[config.mk]
export PLATFORM = sky130hd
export DESIGN_NAME = two_hand_control_logic
export DESIGN_NICKNAME = d
export VERILOG_FILES = /design/src/thc_pkg.sv /design/src/input_filter.sv /design/src/two_hand_control_logic.sv
export SDC_FILE = /design/constraint.sdc
export NUM_CORES = 1
export LEC_CHECK = 0
export BUFFER_PORTS_ARGS = -buffer_cell sky130_fd_sc_hd__buf_2
export CORE_ASPECT_RATIO = 1.75
export CORE_UTILIZATION = 47
export DETAILED_ROUTE_END_ITERATION = 12
export SKIP_CTS_REPAIR_TIMING = 1
export SYNTH_ARGS = -nofsm -noshare
export SYNTH_HDL_FRONTEND = slang
export SYNTH_SLANG_ARGS = --single-unit
export TNS_END_PERCENT = 1
[constraint.sdc]
create_clock -name i_clock -period 2.86 [get_ports i_clock]
set_clock_uncertainty 0.1 [all_clocks]
set_input_delay 0.286 -clock i_clock [delete_from_list [all_inputs] [get_ports i_clock]]
set_output_delay 0.286 -clock i_clock [all_outputs]
set_load 0.02 [all_outputs]
[src/thc_pkg.sv]
// Package with timing constants and state types for the two-hand control monitor
package thc_pkg;
   localparam int unsigned CLOCK_HZ            = 250_000_000;
   localparam int unsigned SIMUL_WINDOW_MS     = 500;
   localparam int unsigned FB_CLOSE_MS         = 150;
   // Short filter keeps the response fast; very bouncy buttons need a longer value
   localparam int unsigned DEBOUNCE_US         = 4;
   localparam int unsigned INIT_US             = 4;
   localparam int unsigned OFF_TEST_PERIOD_MS  = 100;
   localparam int unsigned OFF_TEST_PULSE_US   = 1;
   localparam int unsigned FLASH_HALF_MS       = 250;
   localparam int unsigned FLASH_PAUSE_MS      = 1000;
   // Longest time and least time both round down
   localparam int unsigned SIMUL_CYCLES     = CLOCK_HZ / 1000 * SIMUL_WINDOW_MS;
   localparam int unsigned FB_CLOSE_CYCLES  = CLOCK_HZ / 1000 * FB_CLOSE_MS;
   localparam int unsigned DEBOUNCE_CYCLES  = CLOCK_HZ / 1_000_000 * DEBOUNCE_US;
   localparam int unsigned INIT_CYCLES      = CLOCK_HZ / 1_000_000 * INIT_US;
   localparam int unsigned OFF_PERIOD_CYCLES = CLOCK_HZ / 1000 * OFF_TEST_PERIOD_MS;
   localparam int unsigned OFF_PULSE_CYCLES = CLOCK_HZ / 1_000_000 * OFF_TEST_PULSE_US;
   localparam int unsigned FLASH_HALF_CYCLES = CLOCK_HZ / 1000 * FLASH_HALF_MS;
   localparam int unsigned FLASH_PAUSE_CYCLES = CLOCK_HZ / 1000 * FLASH_PAUSE_MS;
   localparam logic [3:0]  FLASH_CODE_MAJOR = 4'h1;
   localparam logic [3:0]  FLASH_CODE_MINOR = 4'h8;
   localparam int unsigned TIMER_W          = 32;

   typedef enum logic [2:0] {
      ST_INIT,
      ST_IDLE,
      ST_WINDOW,
      ST_ACTIVE,
      ST_WAIT_RELEASE,
      ST_FB_ERROR,
      ST_FB_LOCKOUT
   } thc_state_t;
endpackage : thc_pkg

[src/input_filter.sv]
// Two-flop synchroniser followed by a debounce filter for one pin
`timescale 1ns/1ps
`default_nettype none
module input_filter
   import thc_pkg::*;
#(
   parameter int unsigned STABLE_CYCLES = 250_000
) (
   input  wire logic i_clock,
   input  wire logic i_resetn,
   input  wire logic i_pin,
   output logic      o_level
);
   logic                 meta_q;
   logic                 sync_q;
   logic                 level_q, level_d;
   logic [TIMER_W-1:0]   count_q, count_d;

   always_comb begin
      level_d = level_q;
      count_d = '0;
      if (sync_q != level_q) begin
         count_d = count_q + 1'b1;
         if (count_q >= TIMER_W'(STABLE_CYCLES - 1)) begin
            level_d = sync_q;
            count_d = '0;
         end
      end
   end

   always_ff @(posedge i_clock or negedge i_resetn) begin
      if (!i_resetn) begin
         meta_q  <= 1'b0;
         sync_q  <= 1'b0;
         level_q <= 1'b0;
         count_q <= '0;
      end else begin
         meta_q  <= i_pin;
         sync_q  <= meta_q;
         level_q <= level_d;
         count_q <= count_d;
      end
   end

   assign o_level = level_q;
endmodule : input_filter
`default_nettype wire

[src/two_hand_control_logic.sv]
// Two-hand control monitor: simultaneity, feedback checks, off-test and LEDs
`timescale 1ns/1ps
`default_nettype none
module two_hand_control_logic
   import thc_pkg::*;
(
   input  wire logic i_clock,
   input  wire logic i_resetn,
   input  wire logic i_btn_a_no,
   input  wire logic i_btn_a_nc,
   input  wire logic i_btn_b_no,
   input  wire logic i_btn_b_nc,
   input  wire logic i_fb_in_a,
   input  wire logic i_fb_in_b,
   input  wire logic i_or_link_in,
   input  wire logic i_and_link_in,
   input  wire logic i_and_mode,
   input  wire logic i_safety_reset,
   output logic      o_safety_out_a,
   output logic      o_safety_out_b,
   output logic      o_aux_out,
   output logic      o_power_led,
   output logic      o_chan_a_led,
   output logic      o_chan_b_led,
   output logic      o_ready,
   output logic      o_error
);
   // -----------------------------------------------------------------
   // Input conditioning
   // -----------------------------------------------------------------
   logic a_no, a_nc, b_no, b_nc, fb_a, fb_b, or_l, and_l, and_m, rst_req;
   logic [9:0] raw_pins;
   logic [9:0] filt;

   assign raw_pins = {i_btn_a_no, i_btn_a_nc, i_btn_b_no, i_btn_b_nc, i_fb_in_a,
                      i_fb_in_b, i_or_link_in, i_and_link_in, i_and_mode, i_safety_reset};

   for (genvar g = 0; g < 10; g++) begin : g_filt
      input_filter #(
         .STABLE_CYCLES (DEBOUNCE_CYCLES)
      ) u_filt (
         .i_clock  (i_clock),
         .i_resetn (i_resetn),
         .i_pin    (raw_pins[g]),
         .o_level  (filt[g])
      );
   end

   assign {a_no, a_nc, b_no, b_nc, fb_a, fb_b, or_l, and_l, and_m, rst_req} = filt;

   // A button counts only when N/O closed and N/C open; mixed states count as neither pressed nor released
   logic press_a, press_b, rel_a, rel_b;
   assign press_a = a_no & ~a_nc;
   assign press_b = b_no & ~b_nc;
   assign rel_a   = ~a_no & a_nc;
   assign rel_b   = ~b_no & b_nc;

   logic fb_closed;
   assign fb_closed = fb_a & fb_b;

   // Cascade enable: AND link or OR link must hold when the mode strap selects AND mode
   logic and_mode_q, and_mode_d;
   logic link_ok;
   assign link_ok = (and_mode_q ? and_l : 1'b1) | or_l;

   // -----------------------------------------------------------------
   // Main sequencer
   // -----------------------------------------------------------------
   thc_state_t          state_q, state_d;
   logic [TIMER_W-1:0]  timer_q, timer_d;
   logic                power_q, power_d;
   logic                outs_on;

   always_comb begin
      state_d    = state_q;
      timer_d    = timer_q + 1'b1;
      and_mode_d = and_mode_q;
      power_d    = power_q;
      unique case (state_q)
         ST_INIT: begin
            // Mode strap is caught after the filters have settled
            if (timer_q >= TIMER_W'(INIT_CYCLES + 2 * DEBOUNCE_CYCLES)) begin
               and_mode_d = and_m;
               power_d    = 1'b1;
               state_d    = ST_WAIT_RELEASE;
               timer_d    = '0;
            end
         end
         ST_IDLE: begin
            // Feedback is checked at the first press, before anything can switch
            timer_d = '0;
            if (press_a | press_b) begin
               if (!fb_closed) begin
                  state_d = ST_FB_ERROR;
               end else begin
                  state_d = ST_WINDOW;
               end
            end
         end
         ST_WINDOW: begin
            // Letting go before the second press restarts the window from idle
            if (!(press_a | press_b)) begin
               state_d = ST_IDLE;
            end else if (timer_q >= TIMER_W'(SIMUL_CYCLES)) begin
               state_d = ST_WAIT_RELEASE;
            end else if (press_a & press_b) begin
               if (!fb_closed) begin
                  state_d = ST_FB_ERROR;
               end else if (link_ok) begin
                  state_d = ST_ACTIVE;
                  timer_d = '0;
               end
            end
         end
         ST_ACTIVE: begin
            if (!(press_a & press_b) || !link_ok) begin
               state_d = ST_WAIT_RELEASE;
               timer_d = '0;
            end
         end
         ST_WAIT_RELEASE: begin
            // Feedback must be back within the limit after any switch-off
            if (!fb_closed && timer_q >= TIMER_W'(FB_CLOSE_CYCLES)) begin
               state_d = ST_FB_LOCKOUT;
            end else if (fb_closed && rel_a && rel_b) begin
               state_d = ST_IDLE;
            end
            // Timer saturates so a long wait cannot wrap back under the limit
            if (timer_q >= TIMER_W'(FB_CLOSE_CYCLES)) begin
               timer_d = timer_q;
            end
         end
         ST_FB_ERROR: begin
            // A held button cannot re-arm through the reset request
            timer_d = '0;
            if (fb_closed && rst_req && rel_a && rel_b) begin
               state_d = ST_IDLE;
            end
         end
         ST_FB_LOCKOUT: begin
            // Only a power-on reset leaves this state
            timer_d = '0;
         end
         default: begin
            state_d = ST_INIT;
            timer_d = '0;
         end
      endcase
   end

   always_ff @(posedge i_clock or negedge i_resetn) begin
      if (!i_resetn) begin
         state_q    <= ST_INIT;
         timer_q    <= '0;
         and_mode_q <= 1'b0;
         power_q    <= 1'b0;
      end else begin
         state_q    <= state_d;
         timer_q    <= timer_d;
         and_mode_q <= and_mode_d;
         power_q    <= power_d;
      end
   end

   assign outs_on = (state_q == ST_ACTIVE);

   // -----------------------------------------------------------------
   // Off-test pulse generator
   // -----------------------------------------------------------------
   // Short low pulse; too short for contactors to drop, long enough to check
   logic [TIMER_W-1:0] otest_q, otest_d;
   logic               otest_low;

   always_comb begin
      otest_d = otest_q + 1'b1;
      if (otest_q >= TIMER_W'(OFF_PERIOD_CYCLES + OFF_PULSE_CYCLES - 1)) begin
         otest_d = '0;
      end
   end
   assign otest_low = (otest_q >= TIMER_W'(OFF_PERIOD_CYCLES));

   // -----------------------------------------------------------------
   // Flash patterns for error display
   // -----------------------------------------------------------------
   // Code 1,8: one flash, pause, eight flashes, long pause
   logic [TIMER_W-1:0] flash_t_q, flash_t_d;
   logic               phase_q, phase_d;
   logic [4:0]         blink_q, blink_d;

   always_comb begin
      flash_t_d = flash_t_q + 1'b1;
      phase_d   = phase_q;
      blink_d   = blink_q;
      if (flash_t_q >= TIMER_W'(FLASH_HALF_CYCLES - 1)) begin
         flash_t_d = '0;
         phase_d   = ~phase_q;
         if (phase_q) begin
            blink_d = (blink_q >= 5'(FLASH_CODE_MAJOR + FLASH_CODE_MINOR + 5)) ?
                      5'h00 : blink_q + 1'b1;
         end
      end
   end

   // Blink slots: 0 major flash, 1-2 pause, 3-10 minor flashes, rest pause
   logic code_on;
   always_comb begin
      code_on = 1'b0;
      if (phase_q) begin
         if (blink_q < 5'(FLASH_CODE_MAJOR)) begin
            code_on = 1'b1;
         end else if (blink_q >= 5'(FLASH_CODE_MAJOR + 2) &&
                      blink_q <  5'(FLASH_CODE_MAJOR + 2 + FLASH_CODE_MINOR)) begin
            code_on = 1'b1;
         end
      end
   end

   always_ff @(posedge i_clock or negedge i_resetn) begin
      if (!i_resetn) begin
         otest_q   <= '0;
         flash_t_q <= '0;
         phase_q   <= 1'b0;
         blink_q   <= 5'h00;
      end else begin
         otest_q   <= otest_d;
         flash_t_q <= flash_t_d;
         phase_q   <= phase_d;
         blink_q   <= blink_d;
      end
   end

   // -----------------------------------------------------------------
   // Registered outputs
   // -----------------------------------------------------------------
   logic out_a_q, out_b_q, aux_q, led_a_q, led_b_q;
   logic out_d;
   logic led_a_d, led_b_d;
   logic err_q, err_d;

   // Aux and LEDs ignore the off-test so the indicators stay steady
   // Error flag is registered so it lines up with the LED and output flops
   always_comb begin
      out_d   = outs_on & ~otest_low;
      led_a_d = outs_on;
      led_b_d = outs_on;
      err_d   = (state_q == ST_FB_ERROR) | (state_q == ST_FB_LOCKOUT);
      if (state_q == ST_FB_ERROR) begin
         led_a_d = phase_q;
         led_b_d = ~phase_q;
      end else if (state_q == ST_FB_LOCKOUT) begin
         led_a_d = code_on;
         led_b_d = code_on;
      end
   end

   always_ff @(posedge i_clock or negedge i_resetn) begin
      if (!i_resetn) begin
         out_a_q <= 1'b0;
         out_b_q <= 1'b0;
         aux_q   <= 1'b0;
         led_a_q <= 1'b0;
         led_b_q <= 1'b0;
         err_q   <= 1'b0;
      end else begin
         out_a_q <= out_d;
         out_b_q <= out_d;
         aux_q   <= outs_on;
         led_a_q <= led_a_d;
         led_b_q <= led_b_d;
         err_q   <= err_d;
      end
   end

   assign o_safety_out_a = out_a_q;
   assign o_safety_out_b = out_b_q;
   assign o_aux_out      = aux_q;
   assign o_power_led    = power_q;
   assign o_chan_a_led   = led_a_q;
   assign o_chan_b_led   = led_b_q;
   assign o_ready        = power_q & fb_closed;
   assign o_error        = err_q;
endmodule : two_hand_control_logic
`default_nettype wire

Yosys cells after proc, flatten, opt, wreduce, memory -nomap -nowiden

Cells that the tools add are included.
W data, S select, Z words.

Bits in registers: 462
Latch bits: 0
RAM bits: 0
ROM bits: 0
Memories: 0

Add/subtract/negate cells: 14
Multiply operators: 0
Divide/modulo/power cells: 0
$lt $le $gt $ge: 20
Equal/unequal tests: 24
Shift-type cells: 0
Muxes and demuxes: 52
Bitwise gates (word level): 18
Reductions and logical operators: 25

Operator list:

| operator                | count |
|---|---|
| $mux W32                | 30 |
| $add A32 B1 Y32 const B | 13 |
| $ge A32 B10 Y1 const B  | 10 |
| $pmux W32 S4            | 1 |
| $ge A32 B25 Y1 const B  | 2 |
| $ge A32 B26 Y1 const B  | 2 |
| $mux W3                 | 12 |
| $ge A32 B12 Y1 const B  | 1 |
| $ge A32 B27 Y1 const B  | 1 |
| $reduce_and A2 Y1       | 12 |
| $pmux W3 S7             | 1 |
| $ne A1 B1 Y1            | 10 |
| $eq A3 B3 Y1 const B    | 3 |
| $and A1 B1 Y1           | 8 |
| $ne A2 B2 Y1 const B    | 4 |
| $reduce_and A8 Y1       | 1 |
| $logic_and A1 B1 Y1     | 7 |
| $mux W1                 | 7 |
| $not A1 Y1              | 7 |
| $eq A3 B2 Y1 const B    | 2 |
| $add A5 B1 Y5 const B   | 1 |
| $ge A5 B2 Y1 const B    | 1 |
| $ge A5 B4 Y1 const B    | 1 |
| $lt A5 B1 Y1 const B    | 1 |
| other kinds (11)        | 15 |

Logic depth before layout (Yosys ltp)

Gate-level depths: netlist of the first run.

Depth after elaboration: 8
Mapped depth: 9

Hierarchy

From an unflattened synthesis of the first run, not the netlist that was laid out.

Cell total of the unflattened synthesis: 1,487
Area total of the unflattened synthesis: 17,842.1 µm²

Modules (own cells, without submodules):

| module                 | times used | cells each | area an instance (µm²) | seq. area each (µm²) |
|---|---|---|---|---|
| input_filter           | 10         | 82         | 1,182.4                | 875.8 |
| two_hand_control_logic | 1          | 667        | 6,018.3                | 2,802.7 |

Worst setup path after synthesis of the first run

OpenSTA, ideal clock, no wires.

Kind: register -> register
Start: register timer_q[23]
End: register state_q[1]
Library setup time: 125 ps
Arrival: 2,437 ps
Required time: 2,635 ps
Path slack: 198 ps
Stages on the path, launching flop included: 8
Buffers on the path: 1
Period minus slack after synthesis: 2,662 ps
Cell sequence: dfrtp_1 -> buf_2 -> or4_1 -> nor3b_1 -> a211oi_1 -> o211a_1 -> nor4_1 -> mux2_2

Longest elaborated chain between the ends: 4

RTL lines:

| item                                                    | line                                                         | RTL |
|---|---|---|
| start: declaration                                      | two_hand_control_logic.sv:70                                 | `logic [TIMER_W-1:0] timer_q, timer_d;` |
| start signal: assignment                                | two_hand_control_logic.sv:159                                | `timer_q <= timer_d;` |
| $ge A32 B27 Y1 / $ge A32 B26 Y1 (equally long branches) | two_hand_control_logic.sv:104, two_hand_control_logic.sv:123 |  |
| $mux W3 / $logic_and A1 B1 Y1 (equally long branches)   | two_hand_control_logic.sv:104, two_hand_control_logic.sv:123 |  |
| $mux W3 (tied with other cells)                         | two_hand_control_logic.sv:102                                | `if (!(press_a \| press_b)) begin` |
| $pmux W3 S7 / $reduce_and A8 Y1 (equally long branches) | n/a                                                          |  |
| end signal: assignment                                  | two_hand_control_logic.sv:158                                | `state_q <= state_d;` |
| end: declaration                                        | two_hand_control_logic.sv:69                                 | `thc_state_t state_q, state_d;` |

Several ways; a longest one is shown, not always the timed one.
A chain may end at the register's enable or synchronous reset.

Worst setup path in the final report of the first run

Start: register timer_q[28]
End: register timer_q[20]

Longest elaborated chain between the ends: 4

RTL lines:

| item           | line                          | RTL |
|---|---|---|
| $ge A32 B27 Y1 | two_hand_control_logic.sv:104 | `end else if (timer_q >= TIMER_W'(SIMUL_CYCLES)) begin` |
| $mux W32       | two_hand_control_logic.sv:104 |  |
| $mux W32       | two_hand_control_logic.sv:102 |  |
| $pmux W32 S4   | two_hand_control_logic.sv:79  | `unique case (state_q)` |

Several ways; a longest one is shown, not always the timed one.

==> run metrics, run 1 <==
status=finished with violations; failing checks=negative setup slack; DR WL/cell=13.3 um; slowest cell on the critical path=nor2_4; Pwr Total=13.3 mW; max_cap viols=0; Initial Util=0.480; Fmax=343 MHz; Worst Path Max Fanout=24; global-route wire length before repair=52400 um; CP Cell Sequence=buf_4 -> nor4_1 -> nand4b_1 -> a2111oi_0 -> o211ai_1 -> nor2_4 -> o21ai_0; Worst Path Required=3.14 ns; Worst Setup End Kind=flip-flop; layout cells sized above 1=0.0958; Iter 0 DRT Violations=396; final WL=29800 um; CTS root buf=clkbuf_16; Setup crit start=timer_q[28]; Met2 Wirelength=16000 um; Final HPWL DP=20100 um; Worst Path Buf+Inv=1; NumNets Final=1763; Port Buf Inserts=19; Synth Register Bits=462; cell family with most CP delay=simple AND/OR/NAND/NOR gates; Seq pwr share=0.518; # setup viols final=6; antenna violations before repair=0; Comb power frac=0.031; cts bufs inserted=42; Max clock buf depth=3; arrival time worst endpoint=3.19 ns; worst vdd ir=0.579 mV; pin count of the biggest net entering global routing=68; total grt overflow=0; Die Area=37900 um2; vias in the first global route=11465; clock power share=0.450; library cells used by synthesis=63; Die W=148 um; placer congestion estimate=0.841; register area share after synthesis=0.664; Pre-antenna DRT Iters=7; Leakage Power=9.31 nW; Max stage delay on crit path=0.66 ns; Vias/cell=4.90; CTS H-Tree Depth=2; wire length on met1=12100 um; Final period util=1.02; Net Sw Power=2.76 mW; Max Used Layer=met4; core area=36300 um2; Hold Crit Class=input pin to async pin; clk sinks=462; final setup margin=-0.0521 ns; synthesized cell area=17400 um2; CTS clock-pin slew for the worst setup and hold paths=0.06 ns; clk_lat worst skew=0.55 ns; Avg Cell Area, Syn=12.3 um2; Post-route DRC=0; type of origin of the critical path=flip-flop; CTS tree=built; Rows=92; Int Pwr=10.5 mW; fin. max-slew vios=0; relative slew slack=0.454; number of flops mapped to enable cells by yosys=0; ratio of total power to cell area=639 nW/um2; Final ANT Viol Nets=0; synth warn=0; minimum clock period=2.91 ns; area delta synth->final=19.5%; asr flop ratio synth=1.00; Slew @ Worst Pin=0.817 ns; RSZ-0062 raised after global routing=yes; R2R Path Start=timer_q[28]; DR WL met3=856 um; Final Hold Viols=0; Synth Flop Type=dfrtp_1; Vias=10956; Switching Fraction=0.208; # diodes=0; path type of the worst setup path=flip-flop to flip-flop; height of the die=257 um; final core utilization=0.574; Synth Instances=1420; # IOs=20; GRT Total Usage=0.169
-- metrics by stage --
stage / hold slack, ns / cells / setup WS [ns] / TNS [ns] / area (um2)
after floorplan: -0.110 / 1652 / 0.198 / 0 / 18300
after global placement: 0.163 / 2147 / 0.0509 / 0 / 19200
after CTS: -0.414 / 2223 / -0.0821 / -0.349 / 20700
after detailed placement: 0.162 / 2147 / -0.0520 / -0.176 / 19200
after global routing: 0.212 / 2234 / -0.184 / -2.91 / 20800
final: 0.180 / 2234 / -0.0521 / -0.206 / 20800
-- flip-flops by register name (all words and copies together) (netlist names), 3 cells and up --
signal and cells:
g_filt.u_filt.o_level 10, timer_q 32, g_filt.u_filt.sync_q 10, otest_q 32, g_filt.u_filt.meta_q 10, flash_t_q 32, blink_q 5, g_filt.u_filt.count_q 320
state_q 3
-- power by group through the flow --
stage	registers (mW)	clock network (mW)	logic, mW
after floorplan	6.96	0	0.231
after global placement	7.00	0	0.405
after detailed placement	7.01	0	0.416
after CTS	6.89	6.20	0.417
after global routing	6.91	6.44	0.502
final	6.89	5.99	0.419
-- worst paths after layout --
| kind | end | slack, ns | cells after the start |
|---|---|---|---|
| worst max-delay path | timer_q[20] | -0.05 | 7 |
| worst min-delay path | g_filt[9].u_filt.count_q[7] | 0.18 | 2 |
| worst max register to register | timer_q[20] | -0.05 | 7 |
| worst min register to register | g_filt[1].u_filt.sync_q | 0.25 | 0 |
| max in group asynchronous | g_filt[3].u_filt.count_q[29] | 1.67 | 3 |
| min in group i_clock | g_filt[1].u_filt.sync_q | 0.25 | 0 |
-- cells in the mapped netlist (7+ instances only) --
master	n	area (um2)
o31ai_2	13	163
xnor2_1	44	385
nor3_1	19	95.1
nand2_1	88	330
nand2b_1	8	50.1
inv_1	25	93.8
nor2_1	206	773
xor2_1	86	753
nor3b_1	12	90.1
or4_1	11	82.6
a21oi_1	12	60.1
a211oi_1	13	97.6
ha_1	19	238
o221ai_1	21	184
nand4_1	26	163
and4_1	10	87.6
nor4_1	60	375
mux2_2	15	169
a31oi_1	7	43.8
dfrtp_1	462	11600
and2_1	10	62.6
o31ai_1	7	52.6
clkbuf_1	21	78.8
and3_1	51	319
o21ai_0	24	120
nand3_1	75	375
-- final cells by class --
type | instances | area (um2)
fill | 3084 | 15500
sequential | 462 | 11600
multi-input combinational | 1135 | 6490
clock buffer | 54 | 1200
tap | 470 | 588
timing repair buffer | 66 | 561
clock inverter | 22 | 314
inverter | 25 | 93.8
-- cells in the final DEF, fill, tap and decap left out, drive strengths merged, types with 8 or more instances in the layout --
cell type	Yosys	final
nand3	75	75
nor3	19	19
clkinv	0	8
nand2	88	88
nor4	60	60
dlygate4sd3	0	11
and4	10	10
and3	51	51
and2	10	10
mux2	15	15
nand2b	8	8
nor2	207	207
xor2	86	86
o21ai	24	24
conb	1	233
nor3b	12	12
nand4	26	26
or4	11	11
o31ai	20	20
a21oi	13	13
ha	19	19
buf	9	55
o221ai	21	21
a211oi	13	13
clkbuf	21	54
xnor2	44	44
inv	25	28
dfrtp	462	462
-- routing by layer --
metal / up-vias / track usage
met5: - / 0
met4: 0 / 0.0659
met3: 57 / 0.0272
met2: 127 / 0.307
met1: 5411 / 0.196
li1: 5361 / -
-- logic make-up after synthesis --
| logic type | share of synthesized area |
|---|---|
| other | 0.000215 |
| and+or+nand+nor | 0.172 |
| AOI/OAI and AO/OA | 0.0614 |
| DFF | 0.664 |
| buffers and inverters | 0.0134 |
| adders and majority gates | 0.0137 |
| muxes | 0.0103 |
| xor gates and xnor gates | 0.0654 |
Note: power is estimated with default switching activity, not from simulation.
==> inputs of run 2 (changes only) <==
--- a/config.mk
+++ b/config.mk
@@ -9,6 +9,7 @@
 export CORE_ASPECT_RATIO = 1.75
 export CORE_UTILIZATION = 47
 export DETAILED_ROUTE_END_ITERATION = 12
+export SETUP_SLACK_MARGIN = 0.05
 export SKIP_CTS_REPAIR_TIMING = 1
 export SYNTH_ARGS = -nofsm -noshare
 export SYNTH_HDL_FRONTEND = slang
==> run metrics, run 2 (same netlist as run 1, synthesis figures left out) <==
Max clock buf depth=3 (unchanged); CTS tree=built; CTS clock-pin slew for the worst setup and hold paths=0.07 ns (about the same); CTS H-Tree Depth=2 (unchanged); Fmax=360 MHz (+4.8%); # setup viols final=0 (-6); Hold Crit Class=input pin to async pin; Initial Util=0.480 (unchanged); Largest register FFs=320 (unchanged); placer congestion estimate=0.841 (unchanged); Final ANT Viol Nets=0 (unchanged); Rows=92 (unchanged); antenna violations before repair=0 (unchanged); final WL=30300 um (+1.7%); Vias=11012 (+0.51%); Port Buf Inserts=19 (unchanged); minimum clock period=2.78 ns (-0.133 ns); height of the die=257 um (unchanged); fin. max-slew vios=0 (unchanged); Pre-antenna DRT Iters=5 (-2); global-route wire length before repair=52400 um (unchanged); Die Area=37900 um2 (unchanged); Final Hold Viols=0 (unchanged); Comb power frac=0.032 (about the same); Seq pwr share=0.518 (about the same); status=completed; area delta synth->final=20.3%; # IOs=20 (unchanged); Switching Fraction=0.208 (about the same); GRT Total Usage=0.169 (unchanged); worst vdd ir=0.580 mV (+0.16%); core area=36300 um2 (unchanged); most frequent cells in the layout=dfrtp_1 (462), conb_1 (233), nor2_1 (206); commonest non-fill, non-tap cell in the layout=dfrtp_1; relative slew slack=0.478 (+0.0241); Net Sw Power=2.76 mW (about the same); Final period util=0.972 (-0.0465); Final HPWL DP=20100 um (unchanged); Setup Total Neg Slack=0 ns (+0.206 ns); slowest cell on the critical path=or4_4; DR WL/cell=13.5 um (+1.2%); Leakage Power=9.37 nW (+0.60%); path type of the worst setup path=flip-flop to flip-flop; Post-route DRC=0 (unchanged); clk_lat worst skew=0.55 ns (about the same); Pwr Total=13.3 mW (about the same); R2R Path Start=timer_q[29]; pin count of the biggest net entering global routing=68 (unchanged); vias in the first global route=11465 (unchanged); Die W=148 um (unchanged); max_cap viols=0 (unchanged); NumNets Final=1773 (+0.57%); clk sinks=462 (unchanged); Slew @ Worst Pin=0.783 ns (-0.0342 ns); Worst Path Max Fanout=11 (-54%); clock power share=0.450 (about the same); arrival time worst endpoint=3.12 ns (-0.07 ns); Vias/cell=4.91 (about the same); Worst Setup End Kind=flip-flop; Max stage delay on crit path=0.55 ns (-0.11 ns); layout cells sized above 1=0.105 (+0.00904); # diodes=0 (unchanged); ratio of total power to cell area=634 nW/um2 (-0.67%); type of origin of the critical path=flip-flop; Largest Register=g_filt.u_filt.count_q; total grt overflow=0 (unchanged); CTS root buf=clkbuf_16; Setup crit start=timer_q[29]; RSZ-0062 raised after global routing=yes; Iter 0 DRT Violations=468 (+18%); Int Pwr=10.5 mW (unchanged); cts bufs inserted=42 (unchanged); Worst Path Required=3.20 ns (+0.06 ns); CP Cell Sequence=or4_4 -> or4b_4 -> or3_4 -> a21oi_4 -> buf_6 -> nor2_4 -> buf_12 -> o31ai_2
run 2: stage by stage:
step | instance area, um2 | utilization | setup slack [ns] | instances | hold slack (ns)
finish | 21000 | 0.578 | 0.0808 | 2244 | 0.181
global route | 21000 | 0.578 | 0.0393 | 2244 | 0.212
detailed placement | 19200 | 0.529 | -0.0520 | 2147 | 0.162
global placement | 19200 | 0.529 | 0.0509 | 2147 | 0.163
floorplan | 18300 | - | 0.198 | 1652 | -0.110
CTS | 20700 | 0.571 | -0.0821 | 2223 | -0.414
run 2: layout make-up:
cell class	instances	area, um2
sequential	462	11600
clock inverter	22	314
inverter	25	93.8
fill	3071	15300
multi-input combinational	1136	6540
clock buffer	54	1200
tap	470	588
timing repair buffer	75	654
run 2: power groups by stage:
stage	registers [mW]	clock network, mW	logic [mW]
floorplan	6.96	0	0.231
global route	6.91	6.44	0.502
CTS	6.89	6.20	0.417
detailed placement	7.01	0	0.416
finish	6.89	5.99	0.419
global placement	7.00	0	0.405
run 2: worst max-delay path, delay by kind of cell, from the launching register on:
kind                   cells  cell delay, ns
flip-flops                 1            0.38
AO/OA/AOI/OAI              2            0.43
buffers and inverters      2            0.28
AND/OR/NAND/NOR            4            1.48
run 2: path summary, 6_finish.rpt:
path,to,slack [ns],depth (start not counted)
max in group asynchronous,g_filt[3].u_filt.count_q[29],1.67,3
setup / recovery,timer_q[9],0.08,8
hold / removal,g_filt[2].u_filt.count_q[8],0.18,2
setup reg to reg,timer_q[9],0.08,8
hold reg to reg,g_filt[1].u_filt.sync_q,0.25,0
min in group i_clock,g_filt[1].u_filt.sync_q,0.25,0
run 2: layer usage:
layer,vias to the layer above,track usage,wire length [um]
li1,5381,-,-
met1,5423,0.196,12200
met2,137,0.307,16100
met3,71,0.0272,943
met4,0,0.0659,1020
met5,-,0,0
==> inputs of run 3 (changes only) <==
--- a/config.mk
+++ b/config.mk
@@ -9,6 +9,7 @@
 export CORE_ASPECT_RATIO = 1.75
 export CORE_UTILIZATION = 47
 export DETAILED_ROUTE_END_ITERATION = 12
+export RECOVER_POWER = 100
 export SETUP_SLACK_MARGIN = 0.05
 export SKIP_CTS_REPAIR_TIMING = 1
 export SYNTH_ARGS = -nofsm -noshare
==> run metrics, run 3 (same netlist as run 1, synthesis figures left out) <==
CTS tree=built; RSZ-0062 raised after global routing=yes; CTS root buf=clkbuf_16; area delta synth->final=19.9%; ratio of total power to cell area=636 nW/um2 (+0.29%); Final HPWL DP=20100 um (unchanged); Iter 0 DRT Violations=437 (-6.6%); Comb power frac=0.031 (about the same); status=finished with violations; Worst Setup End Kind=flip-flop; fin. max-slew vios=59 (+59); CTS H-Tree Depth=2 (unchanged); Vias=10998 (-0.13%); # IOs=20 (unchanged); final setup margin=0.0804 ns (-0.000373 ns); Worst Min Path Start=g_filt[1].u_filt.meta_q; Slew @ Worst Pin=1.66 ns (+0.881 ns); pre-CTS setup slack=-0.0520 ns (unchanged); cts bufs inserted=42 (unchanged); core area=36300 um2 (unchanged); Final ANT Viol Nets=0 (unchanged); antenna violations before repair=0 (unchanged); arrival time worst endpoint=3.12 ns (about the same); most frequent cells in the layout=dfrtp_1 (462), conb_1 (233), nor2_1 (206); Vias/cell=4.90 (-0.13%); Initial Util=0.480 (unchanged); Net Sw Power=2.76 mW (about the same); final WL=30200 um (-0.16%); Pre-antenna DRT Iters=4 (-1); Fmax=360 MHz (about the same); clk sinks=462 (unchanged); Int Pwr=10.5 mW (about the same); clock power share=0.451 (about the same); clk_lat worst skew=0.55 ns (about the same); R2R Setup Slk=0.08 ns (about the same); GRT Total Usage=0.169 (unchanged); Die W=148 um (unchanged); commonest non-fill, non-tap cell in the layout=dfrtp_1; Worst Path Required=3.20 ns (about the same); # setup viols final=0 (unchanged); Final period util=0.972 (about the same); worst vdd ir=0.579 mV (-0.16%); vias in the first global route=11465 (unchanged); total grt overflow=0 (unchanged); Largest Register=g_filt.u_filt.count_q; R2R Path Start=timer_q[29]; Layout fillers=3087 (+0.52%); CTS clock-pin slew for the worst setup and hold paths=0.07 ns (about the same); Worst Path Max Fanout=11 (unchanged); Switching Fraction=0.208 (about the same); placer congestion estimate=0.841 (unchanged); Port Buf Inserts=19 (unchanged); Setup crit start=timer_q[29]; pin count of the biggest net entering global routing=68 (unchanged); Final Hold Viols=0 (unchanged); Seq pwr share=0.518 (about the same); type of origin of the critical path=flip-flop; global-route wire length before repair=52400 um (unchanged); max_cap viols=1 (+1); Hold Crit Class=flip-flop to flip-flop; Rows=92 (unchanged); Pwr Total=13.3 mW (about the same); # diodes=0 (unchanged); NumNets Final=1773 (unchanged); Largest register FFs=320 (unchanged); layout cells sized above 1=0.0964 (-0.00846); failing checks=max-capacitance violations, max-slew violations; relative slew slack=-0.109 (-0.587); minimum clock period=2.78 ns (+0.000373 ns); Post-route DRC=0 (unchanged); Max clock buf depth=3 (unchanged); DR WL/cell=13.5 um (-0.16%); Leakage Power=9.30 nW (-0.70%); height of the die=257 um (unchanged); Die Area=37900 um2 (unchanged); path type of the worst setup path=flip-flop to flip-flop
-- run 3: cell count changes in the layout (fill, tap and decap cells not counted), moves of 6 or more --
cell      before  now
clkbuf_1       3   16
buf_2         18    8
buf_4         33   25
clkbuf_2       0    6
-- run 3: through the flow --
stage / hold WS (ns) / instance area [um2] / util / TNS (ns) / instances
2_1_floorplan: -0.110 / 18300 / - / 0 / 1652
3_3_place_gp: 0.163 / 19200 / 0.529 / 0 / 2147
3_5_place_dp: 0.162 / 19200 / 0.529 / -0.176 / 2147
4_1_cts: -0.414 / 20700 / 0.571 / -0.349 / 2223
5_1_grt: 0.252 / 20900 / 0.576 / -0.0144 / 2244
6_report: 0.248 / 20900 / 0.576 / 0 / 2244
-- run 3: layout make-up --
type	count	area, um2	area share
Timing Repair Buffer	75	596	0.0285
Tap cell	470	588	0.0282
Inverter	25	93.8	0.00449
Clock buffer	54	1200	0.0573
Multi-Input combinational cell	1136	6530	0.313
Clock inverter	22	314	0.0150
Sequential cell	462	11600	0.554
-- run 3: critical path: stages (launching register included) --
cell,delay (ns)
dfrtp_1,0.38
or4_4,0.54
or4b_1,0.51
or3_4,0.39
a21oi_4,0.21
buf_6,0.14
nor2_4,0.04
buf_12,0.14
o31ai_2,0.22
-- run 3: path summary, 6_finish.rpt --
path / to / cells past startpoint
hold / removal: g_filt[1].u_filt.sync_q / 0
setup reg to reg: timer_q[9] / 8
max in group asynchronous: g_filt[3].u_filt.count_q[29] / 3
setup / recovery: timer_q[9] / 8
min in group asynchronous: g_filt[9].u_filt.count_q[7] / 2
hold reg to reg: g_filt[1].u_filt.sync_q / 0
-- run 3: power groups by stage --
stage	Clock (mW)	Sequential, mW	Combinational [mW]
floorplan	0	6.96	0.231
global placement	0	7.00	0.405
detailed placement	0	7.01	0.416
CTS	6.20	6.89	0.417
global route	6.44	6.91	0.496
finish	5.99	6.89	0.413
-- run 3: routing by layer --
metal / vias up / track usage / share of wire / routed length, um
met1: 5417 / 0.196 / 0.40 / 12200
met5: - / 0 / 0 / 0
met2: 132 / 0.307 / 0.53 / 16100
li1: 5378 / - / - / -
met4: 0 / 0.0659 / 0.033 / 995
met3: 71 / 0.0272 / 0.031 / 933
